$ cat config.mk
export PLATFORM = sky130hd
export DESIGN_NAME = gpio_port
export DESIGN_NICKNAME = d
export VERILOG_FILES = /design/src/hdl/gpio_port_pkg.sv /design/src/hdl/gpio_ahb_front.sv /design/src/hdl/gpio_event_detect.sv /design/src/hdl/gpio_port.sv
export VERILOG_INCLUDE_DIRS = /design/src /design/src/hdl
export SDC_FILE = /design/constraint.sdc
export NUM_CORES = 1
export LEC_CHECK = 0
export ABC_AREA = 1
export BUFFER_PORTS_ARGS = -buffer_cell sky130_fd_sc_hd__buf_2
export CAP_MARGIN = 10
export CORE_MARGIN = 2
export CORE_UTILIZATION = 55
export CTS_BUF_LIST = sky130_fd_sc_hd__clkbuf_16
export DETAILED_ROUTE_END_ITERATION = 8
export PLACE_DENSITY = 0.76
export SYNTH_ARGS = -nofsm -noshare
export SYNTH_HDL_FRONTEND = slang
export SYNTH_SLANG_ARGS = --single-unit
$ cat constraint.sdc
create_clock -name CLK -period 1.95 [get_ports CLK]
set_input_delay 0.4875 -clock CLK [delete_from_list [all_inputs] [get_ports CLK]]
set_output_delay 0.4875 -clock CLK [all_outputs]
set_load 0.05 [all_outputs]
$ cat src/hdl/gpio_port_map.svh
/*
 * Register offsets, field positions and reset values of the eight-pin port.
 * Assumes a 12-bit byte address decoded from the AHB-Lite HADDR bus.
 */
`ifndef GPIO_PORT_MAP_SVH
`define GPIO_PORT_MAP_SVH

// ------------------------------------------------------------
// Register offsets
// ------------------------------------------------------------
`define GP_DATA_WINDOW 2'b00
`define GP_OFS_DIR_CMD 12'h400
`define GP_OFS_ADC_SET 12'h404
`define GP_OFS_ADC_CLR 12'h408
`define GP_OFS_DMA_SET 12'h40C
`define GP_OFS_DMA_CLR 12'h410
`define GP_OFS_PAD_EN 12'h414
`define GP_OFS_SENSE 12'h418
`define GP_OFS_INT_EN 12'h41C
`define GP_OFS_INT_STAT 12'h420
`define GP_OFS_INT_MSTAT 12'h424

// ------------------------------------------------------------
// Field positions
// ------------------------------------------------------------
`define GP_DATA_MASK_LSB 2
`define GP_DIR_MODE_LSB 8
`define GP_SENSE_BOTH_LSB 8
`define GP_SENSE_HIGH_LSB 16

// ------------------------------------------------------------
// Reset values
// ------------------------------------------------------------
`define GP_RST_PINS 8'h00
`define GP_RST_WORD 32'h0000_0000

`endif

$ cat src/hdl/gpio_port_pkg.sv
/*
 * Types shared by the port design files.
 * Assumes nothing beyond a SystemVerilog compiler.
 */
package gpio_port_pkg;

    // ------------------------------------------------------------
    // Pin direction and control settings
    // ------------------------------------------------------------
    typedef enum logic [1:0] {
        DIR_SW_INPUT = 2'b00,
        DIR_SW_OUTPUT = 2'b01,
        DIR_HARDWARE_CONTROL = 2'b10
    } pin_direction_setting_t;

    // ------------------------------------------------------------
    // Bus slave data phases
    // ------------------------------------------------------------
    typedef enum logic [1:0] {
        PH_IDLE = 2'b00,
        PH_WRITE = 2'b01,
        PH_READ = 2'b10,
        PH_READ_DONE = 2'b11
    } bus_phase_t;

endpackage

$ cat src/hdl/gpio_ahb_front.sv
/*
 * AHB-Lite slave front end: turns transfers into register strobes.
 * Assumes one slave on the bus, single word transfers, OKAY only.
 */
`timescale 1ns/100ps
`default_nettype none
`include "gpio_port_map.svh"

module gpio_ahb_front
    import gpio_port_pkg::*;
(
    input wire logic CLK,
    input wire logic RESET_N,
    input wire logic hsel,
    input wire logic [11:0] haddr,
    input wire logic [1:0] htrans,
    input wire logic hwrite,
    input wire logic hready,
    output logic hreadyout,
    output logic [31:0] hrdata,
    input wire logic [31:0] rdata,
    output logic reg_wr,
    output logic [11:0] reg_addr
);

    bus_phase_t phase;

    // ------------------------------------------------------------
    // Data phase tracking
    // ------------------------------------------------------------
    // Reads take one wait state so that read data leave a flip-flop.
    always_ff @(posedge CLK or negedge RESET_N)
    begin
        if (!RESET_N)
        begin
            phase <= PH_IDLE;
            reg_addr <= 12'h000;
        end
        else
        begin
            case (phase)
                PH_READ: phase <= PH_READ_DONE;
                default:
                begin
                    if (hready && hsel && htrans[1])
                    begin
                        phase <= hwrite ? PH_WRITE : PH_READ;
                        reg_addr <= haddr;
                    end
                    else if (hready)
                    begin
                        phase <= PH_IDLE;
                    end
                end
            endcase
        end
    end

    always_ff @(posedge CLK or negedge RESET_N)
    begin
        if (!RESET_N)
        begin
            hrdata <= `GP_RST_WORD;
        end
        else if (phase == PH_READ)
        begin
            hrdata <= rdata;
        end
    end

    assign hreadyout = (phase != PH_READ);
    assign reg_wr = (phase == PH_WRITE);

endmodule

`default_nettype wire

$ cat src/hdl/gpio_event_detect.sv
/*
 * Per-pin event detection with edge or level sensing.
 * Assumes pin values already synchronous to CLK.
 */
`timescale 1ns/100ps
`default_nettype none
`include "gpio_port_map.svh"

module gpio_event_detect
(
    input wire logic CLK,
    input wire logic RESET_N,
    input wire logic [7:0] pin_value,
    input wire logic [7:0] sense_level,
    input wire logic [7:0] both_edges,
    input wire logic [7:0] high_rising,
    output logic [7:0] event_start,
    output logic [7:0] level_active
);

    logic [7:0] prev_value;
    logic [7:0] edge_hit;
    logic [7:0] prev_level;

    always_ff @(posedge CLK or negedge RESET_N)
    begin
        if (!RESET_N)
        begin
            prev_value <= `GP_RST_PINS;
        end
        else
        begin
            prev_value <= pin_value;
        end
    end

    // A level condition fires one event when it starts, then holds status.
    assign level_active = ~(pin_value ^ high_rising);
    assign prev_level = ~(prev_value ^ high_rising);
    assign edge_hit = (pin_value ^ prev_value) & (both_edges | ~(pin_value ^ high_rising));
    assign event_start = (sense_level & level_active & ~prev_level) | (~sense_level & edge_hit);

endmodule

`default_nettype wire

$ cat src/hdl/gpio_port.sv
/*
 * Eight-pin port: direction and control, pad gating, masked data access,
 * converter and DMA triggers, and the pin interrupt that runs beside them.
 * Assumes AHB-Lite on the register side, pins synchronous to CLK, and an
 * alternate peripheral that drives ALT_OUT and ALT_OE for hardware pins.
 */
// Our own choices: the AHB-Lite slave port and the register addresses.
// Operation
// - Each pin has its own converter-trigger enable, and while it is set the pin's events raise the converter start.
// - Clearing a pin's converter-trigger enable removes only that pin from the converter start and keeps the others.
// - Each pin has its own DMA-trigger enable, and while it is set the pin's events request a DMA start.
// - Clearing a pin's DMA-trigger enable removes only that pin from the DMA requests and keeps the others.
// - A pin that triggers the converter or DMA still raises its interrupt when that interrupt is enabled.
// - Each pin may be a software input, a software output or under hardware control, set for every masked pin.
// - A pin under hardware control takes direction and output value from the peripheral, not software.
// - Selection masks are eight bits with bit n for pin n, and only selected pins change on a write.
// - The direction and control setting of every pin can be read back.
// - A pin's signal passes between pad and port only while the pad is enabled for it.
// - After reset every pin is an ordinary port input.
// - Data reads and writes are masked by address bits, reading zero on unselected pins and writing only the selected ones.
// - The port has eight pins, each with its own direction, trigger and interrupt setting.
`timescale 1ns/100ps
`default_nettype none
`include "gpio_port_map.svh"

module gpio_port
    import gpio_port_pkg::*;
(
    input wire logic CLK,
    input wire logic RESET_N,
    input wire logic HSEL,
    input wire logic [31:0] HADDR,
    input wire logic [1:0] HTRANS,
    input wire logic HWRITE,
    input wire logic [2:0] HSIZE,
    input wire logic [31:0] HWDATA,
    input wire logic HREADY,
    output logic HREADYOUT,
    output logic [31:0] HRDATA,
    output logic HRESP,
    input wire logic [7:0] PIN_IN,
    output logic [7:0] PIN_OUT,
    output logic [7:0] PIN_OE,
    input wire logic [7:0] ALT_OUT,
    input wire logic [7:0] ALT_OE,
    output logic [7:0] ALT_IN,
    output logic ADC_TRIG,
    output logic DMA_TRIG,
    output logic INT_REQ
);

    // ------------------------------------------------------------
    // Declarations
    // ------------------------------------------------------------
    logic reg_wr;
    logic [11:0] reg_addr;
    logic [31:0] rdata;
    logic [7:0] wmask;
    logic [7:0] data_mask;
    logic [7:0] out_dir;
    logic [7:0] hw_ctrl;
    logic [7:0] data_out;
    logic [7:0] pad_en;
    logic [7:0] adc_en;
    logic [7:0] dma_en;
    logic [7:0] sense_level;
    logic [7:0] both_edges;
    logic [7:0] high_rising;
    logic [7:0] int_en;
    logic [7:0] int_stat;
    logic [7:0] pin_value;
    logic [7:0] event_start;
    logic [7:0] level_active;
    logic [7:0] status_set;
    logic [7:0] status_clr;
    logic [7:0] next_oe;
    logic [7:0] next_out;
    logic [15:0] mode_code;
    pin_direction_setting_t mode_req;

    // ------------------------------------------------------------
    // Bus front end
    // ------------------------------------------------------------
    // HSIZE is not decoded: only whole-word transfers are supported.
    gpio_ahb_front u_front (
        .CLK(CLK),
        .RESET_N(RESET_N),
        .hsel(HSEL),
        .haddr(HADDR[11:0]),
        .htrans(HTRANS),
        .hwrite(HWRITE),
        .hready(HREADY),
        .hreadyout(HREADYOUT),
        .hrdata(HRDATA),
        .rdata(rdata),
        .reg_wr(reg_wr),
        .reg_addr(reg_addr)
    );

    assign HRESP = 1'b0;
    assign wmask = HWDATA[7:0];
    assign data_mask = reg_addr[`GP_DATA_MASK_LSB +: 8];
    assign mode_req = pin_direction_setting_t'(HWDATA[`GP_DIR_MODE_LSB +: 2]);

    // ------------------------------------------------------------
    // Direction and control
    // ------------------------------------------------------------
    // An unused mode code leaves every pin as it was.
    always_ff @(posedge CLK or negedge RESET_N)
    begin
        if (!RESET_N)
        begin
            out_dir <= `GP_RST_PINS;
            hw_ctrl <= `GP_RST_PINS;
        end
        else if (reg_wr && reg_addr == `GP_OFS_DIR_CMD)
        begin
            case (mode_req)
                DIR_SW_INPUT:
                begin
                    out_dir <= out_dir & ~wmask;
                    hw_ctrl <= hw_ctrl & ~wmask;
                end
                DIR_SW_OUTPUT:
                begin
                    out_dir <= out_dir | wmask;
                    hw_ctrl <= hw_ctrl & ~wmask;
                end
                DIR_HARDWARE_CONTROL:
                begin
                    hw_ctrl <= hw_ctrl | wmask;
                end
                default:
                begin
                    hw_ctrl <= hw_ctrl;
                end
            endcase
        end
    end

    genvar i;
    generate
        for (i = 0; i < 8; i++)
        begin : g_pin
            // Each pin keeps its own setting and reports it in two bits.
            assign mode_code[2*i +: 2] = hw_ctrl[i] ? DIR_HARDWARE_CONTROL :
                                         (out_dir[i] ? DIR_SW_OUTPUT : DIR_SW_INPUT);
        end
    endgenerate

    // ------------------------------------------------------------
    // Pad, data and pin paths
    // ------------------------------------------------------------
    always_ff @(posedge CLK or negedge RESET_N)
    begin
        if (!RESET_N)
        begin
            pad_en <= `GP_RST_PINS;
        end
        else if (reg_wr && reg_addr == `GP_OFS_PAD_EN)
        begin
            pad_en <= HWDATA[7:0];
        end
    end

    always_ff @(posedge CLK or negedge RESET_N)
    begin
        if (!RESET_N)
        begin
            data_out <= `GP_RST_PINS;
        end
        else if (reg_wr && reg_addr[11:10] == `GP_DATA_WINDOW)
        begin
            data_out <= (data_out & ~data_mask) | (HWDATA[7:0] & data_mask);
        end
    end

    // A disabled pad isolates the pin both ways, whatever the direction says.
    assign pin_value = PIN_IN & pad_en;
    assign next_oe = pad_en & ((hw_ctrl & ALT_OE) | (~hw_ctrl & out_dir));
    assign next_out = (hw_ctrl & ALT_OUT) | (~hw_ctrl & data_out);

    always_ff @(posedge CLK or negedge RESET_N)
    begin
        if (!RESET_N)
        begin
            PIN_OE <= `GP_RST_PINS;
            PIN_OUT <= `GP_RST_PINS;
            ALT_IN <= `GP_RST_PINS;
        end
        else
        begin
            PIN_OE <= next_oe;
            PIN_OUT <= next_out;
            ALT_IN <= pin_value;
        end
    end

    // ------------------------------------------------------------
    // Trigger enables
    // ------------------------------------------------------------
    // Set and clear offsets let software touch one pin without a read first.
    always_ff @(posedge CLK or negedge RESET_N)
    begin
        if (!RESET_N)
        begin
            adc_en <= `GP_RST_PINS;
        end
        else if (reg_wr && reg_addr == `GP_OFS_ADC_SET)
        begin
            adc_en <= adc_en | wmask;
        end
        else if (reg_wr && reg_addr == `GP_OFS_ADC_CLR)
        begin
            adc_en <= adc_en & ~wmask;
        end
    end

    always_ff @(posedge CLK or negedge RESET_N)
    begin
        if (!RESET_N)
        begin
            dma_en <= `GP_RST_PINS;
        end
        else if (reg_wr && reg_addr == `GP_OFS_DMA_SET)
        begin
            dma_en <= dma_en | wmask;
        end
        else if (reg_wr && reg_addr == `GP_OFS_DMA_CLR)
        begin
            dma_en <= dma_en & ~wmask;
        end
    end

    // ------------------------------------------------------------
    // Event sensing
    // ------------------------------------------------------------
    always_ff @(posedge CLK or negedge RESET_N)
    begin
        if (!RESET_N)
        begin
            sense_level <= `GP_RST_PINS;
            both_edges <= `GP_RST_PINS;
            high_rising <= `GP_RST_PINS;
        end
        else if (reg_wr && reg_addr == `GP_OFS_SENSE)
        begin
            sense_level <= HWDATA[7:0];
            both_edges <= HWDATA[`GP_SENSE_BOTH_LSB +: 8];
            high_rising <= HWDATA[`GP_SENSE_HIGH_LSB +: 8];
        end
    end

    gpio_event_detect u_detect (
        .CLK(CLK),
        .RESET_N(RESET_N),
        .pin_value(pin_value),
        .sense_level(sense_level),
        .both_edges(both_edges),
        .high_rising(high_rising),
        .event_start(event_start),
        .level_active(level_active)
    );

    // ------------------------------------------------------------
    // Triggers and interrupt
    // ------------------------------------------------------------
    always_ff @(posedge CLK or negedge RESET_N)
    begin
        if (!RESET_N)
        begin
            ADC_TRIG <= 1'b0;
            DMA_TRIG <= 1'b0;
        end
        else
        begin
            ADC_TRIG <= |(event_start & adc_en);
            DMA_TRIG <= |(event_start & dma_en);
        end
    end

    always_ff @(posedge CLK or negedge RESET_N)
    begin
        if (!RESET_N)
        begin
            int_en <= `GP_RST_PINS;
        end
        else if (reg_wr && reg_addr == `GP_OFS_INT_EN)
        begin
            int_en <= HWDATA[7:0];
        end
    end

    // A level source keeps setting its flag, so a clear only sticks once it ends.
    assign status_set = event_start | (sense_level & level_active);
    assign status_clr = (reg_wr && reg_addr == `GP_OFS_INT_STAT) ? wmask : 8'h00;

    always_ff @(posedge CLK or negedge RESET_N)
    begin
        if (!RESET_N)
        begin
            int_stat <= `GP_RST_PINS;
        end
        else
        begin
            int_stat <= (int_stat & ~status_clr) | status_set;
        end
    end

    assign INT_REQ = |(int_stat & int_en);

    // ------------------------------------------------------------
    // Read mux
    // ------------------------------------------------------------
    always_comb
    begin
        rdata = `GP_RST_WORD;
        if (reg_addr[11:10] == `GP_DATA_WINDOW)
        begin
            rdata = {24'h00_0000, pin_value & data_mask};
        end
        else
        begin
            case (reg_addr)
                `GP_OFS_DIR_CMD: rdata = {16'h0000, mode_code};
                `GP_OFS_ADC_SET, `GP_OFS_ADC_CLR: rdata = {24'h00_0000, adc_en};
                `GP_OFS_DMA_SET, `GP_OFS_DMA_CLR: rdata = {24'h00_0000, dma_en};
                `GP_OFS_PAD_EN: rdata = {24'h00_0000, pad_en};
                `GP_OFS_SENSE: rdata = {8'h00, high_rising, both_edges, sense_level};
                `GP_OFS_INT_EN: rdata = {24'h00_0000, int_en};
                `GP_OFS_INT_STAT: rdata = {24'h00_0000, int_stat};
                `GP_OFS_INT_MSTAT: rdata = {24'h00_0000, int_stat & int_en};
                default: rdata = `GP_RST_WORD;
            endcase
        end
    end

    logic dir_wr;
    logic data_wr;
    assign dir_wr = reg_wr && reg_addr == `GP_OFS_DIR_CMD;
    assign data_wr = reg_wr && reg_addr[11:10] == `GP_DATA_WINDOW;
endmodule

`default_nettype wire

==> impl_metrics.yaml <==
outcome:
  status: "finished, violations left"
  violations: "setup timing"
setup_path:
  end_kind: "output pin"
  cp_cell_sequence: "nand2_1 -> inv_2 -> nor4_2 -> nand2_1 -> buf_6"
  crit_top_cell: "nand2_1"
  cp_top_family: "simple AND/OR/NAND/NOR gates"
  crit_type: "flip-flop to output pin"
  cp_slowest_cell: "dfrtp_1"
  arrival_ns: 1.52
  critPathMaxFanout: 2
  crit_required_ns: 1.46
  cp-start-kind: "flip-flop"
  rrSetupSlack_ns: 0.12
  rr_worst_depth: 9
  cp_num_buf_inv: 2
  critPathMaxStageDelay_ns: 0.41
  r2r-start: "u_front.reg_addr[1]"
finish:
  diodes: 0
  fin_util_pct: 69.59
  mostFrequentLayoutCell: "nand2_1"
  instances_no_fill: 1290
  syn_to_final_growth_pct: 22.56
  mostFrequentLayoutCells: "nand2_1 (248), dfrtp_1 (152), buf_2 (114)"
  layout.nets: 1199
  drive_above_1_share_pct: 23.61
clock_tree:
  clk-insertion-delay-late_ns: 0.43
  cts_tree: "done"
  cts-buffers-inserted: 17
  numClockSinks: 152
  clk_path_buf_depth: 2
  cts.clk_slew.worst_paths_ns: 0.06
  cts_max_level: 4
  cts_root_buf: "clkbuf_16"
synthesis:
  synth-xor-area-share_pct: 2.763
  syn_area_per_cell_um2: 8.146
  yosys.cell_types.count: 40
  synthCells: 934
  syn_area_um2: 7609
  synth-seq-area-share_pct: 49.99
  ys_warn_count: 0
  ys_seq_elements: 152
  synth_compound_area_share_pct: 10.62
  muxShareOfSynthArea_pct: 1.529
  synth_top_family_by_area: "simple AND/OR/NAND/NOR gates"
  synth_adder_area_share_pct: 0
  synth_simple_gate_area_share_pct: 27.66
global_route:
  met2_usage_pct: 48.56
  grt_usage_pct: 31.47
  antenna_found_initial: 0
  grt_pass1_wl_um: 34820
  use_met3_pct: 8.521
  grt_busiest_layer: "met2"
  grt_pass1_vias: 6551
  grt_start_max_net_pins: 46
  use_met1_pct: 42.74
  gr-total-overflow: 0
sta:
  rsz0062_at_grt: "true"
  drv_slew: 0
  min_period_ns: 2.003
  timing.final.ws_setup_ns: -0.05262
  setup_violations: 1
  fmax_ghz: 0.4993
  post-route-period-util_pct: 102.7
  skew_ns: 0.009155
  finalHoldViolCount: 0
die:
  core_area_um2: 13400
  rows: 42
  die_h_um: 121.6
  io-pin-count: 159
  dieArea_um2: 14790
  start_util_pct: 56.78
  dieWidth_um: 121.6
placed_design:
  portBuffers: 117
  place_inst: 1252
  routabilityCongestion: 1.020
  dp_hpwl_um: 16240
flow_run:
  maxCapViolCount: 0
detailed_routing:
  avgViaCountPerCell: 5.362
  ant_nets: 0
  dr.pass1.iters: 5
  drc: 0
  drt-initial-drc-count: 669
  wl_per_cell_um: 17.08
  dr_total_vias: 6917
  routed_wl_um: 22030
worst_hold_path:
  worstHoldPathType: "primary input to flip-flop"
  holdPathEnd: "u_front.phase[0]"
  hold_start: "HREADY"
  worstHoldPathCells: 2
power:
  p_per_area_nw_per_um2: 1011
  irDropWorstVdd_v: 0.0009257
  p_leak_nw: 4.998
[power breakdown]
group / internal [W] / switching [W] / total, W
Sequential: 0.00352 / 0.000255 / 0.00378
Clock: 0.00199 / 0.00134 / 0.00333
Combinational: 0.000645 / 0.00168 / 0.00232
Total: 0.00616 / 0.00327 / 0.00943
[how the worst max path moves through the flow]
stage	from	end	cells past startpoint
final	int_stat[6]	INT_REQ	5
after global routing	int_stat[6]	INT_REQ	5
after CTS	int_stat[1]	INT_REQ	5
after detailed placement	PIN_IN[5]	DMA_TRIG	10
after global placement	u_front.reg_addr[7]	flip-flop	8
after floorplan	u_front.phase[1]	HREADYOUT	5
[worst register-to-register path: cells and delay by family, from the launching register on]
| kind | cells | cell delay, ns |
|---|---|---|
| compound gates | 1 | 0.09 |
| buf+inv | 2 | 0.30 |
| flops | 1 | 0.39 |
| simple gates | 6 | 0.95 |
[final cells by class]
| type | count | area [um^2] |
|---|---|---|
| fillers | 1103 | 4075 |
| flip-flops and latches | 152 | 3804 |
| multi-input cells | 663 | 3296 |
| repair buffers | 168 | 1049 |
| clock buffers | 17 | 425.4 |
| inverters | 99 | 371.6 |
| well taps | 176 | 220.2 |
| clock inverters | 15 | 160.2 |
[synthesized netlist by cell type (all sizes together)]
| library cell | number | share of area (%) |
|---|---|---|
| a21boi | 3 | 0.30 |
| a21oi | 38 | 2.5 |
| a31oi | 3 | 0.25 |
| buf | 24 | 2.3 |
| clkbuf | 4 | 0.20 |
| clkinv | 1 | 0.049 |
| conb | 1 | 0.049 |
| dfrtp | 152 | 50 |
| inv | 98 | 4.8 |
| mux2 | 9 | 1.5 |
| nand2 | 258 | 13 |
| nand3 | 63 | 4.4 |
| nand4 | 5 | 0.41 |
| nor2 | 142 | 8.6 |
| nor3 | 8 | 0.67 |
| nor4 | 1 | 0.082 |
| o21a | 8 | 0.79 |
| o21ai | 73 | 5.2 |
| o22ai | 2 | 0.16 |
| o31ai | 14 | 1.4 |
| or2 | 3 | 0.25 |
| xnor2 | 1 | 0.12 |
| xor2 | 23 | 2.6 |
[through the flow]
step	setup WS, ns	TNS [ns]	power, W	instance area (um^2)	hold WS, ns
3_5_place_dp	0.09193	0	0.006106	8648	0.4422
6_report	-0.05262	-0.05262	0.009430	9325	0.2470
3_3_place_gp	0.1462	0	0.006074	8648	0.4411
5_1_grt	-0.1169	-0.1169	0.009806	9325	0.2535
4_1_cts	-0.08271	-0.08271	0.009428	9268	0.2371
2_1_floorplan	0.09141	0	0.005345	7639	0.1919
[logic make-up (layout without fill, tap and decap cells)]
kind of cell	after synthesis	in the layout
AO/OA/AOI/OAI	141	141
AND/OR/NAND/NOR	480	480
flip-flops	152	152
buffers and inverters	127	299
multiplexers	9	9
XOR/XNOR	24	24
other	1	9
[layer usage]
layer | share of wire, % | up-vias | wire [um]
met2 | 46 | 299 | 10060
met1 | 43 | 3275 | 9521
met3 | 8.0 | 46 | 1755
met4 | 3.2 | 0 | 698
li1 | - | 3297 | -
met5 | 0 | - | 0
[repair_timing]
item	in CTS	in global routing
endpoints found under the setup margin	2	30
setup buffers	2	3
resized for setup	4	6
hold buffers	1	0
pin swaps	3	5
hold endpoints to repair	41	0
(Power assumes the default switching activity.)
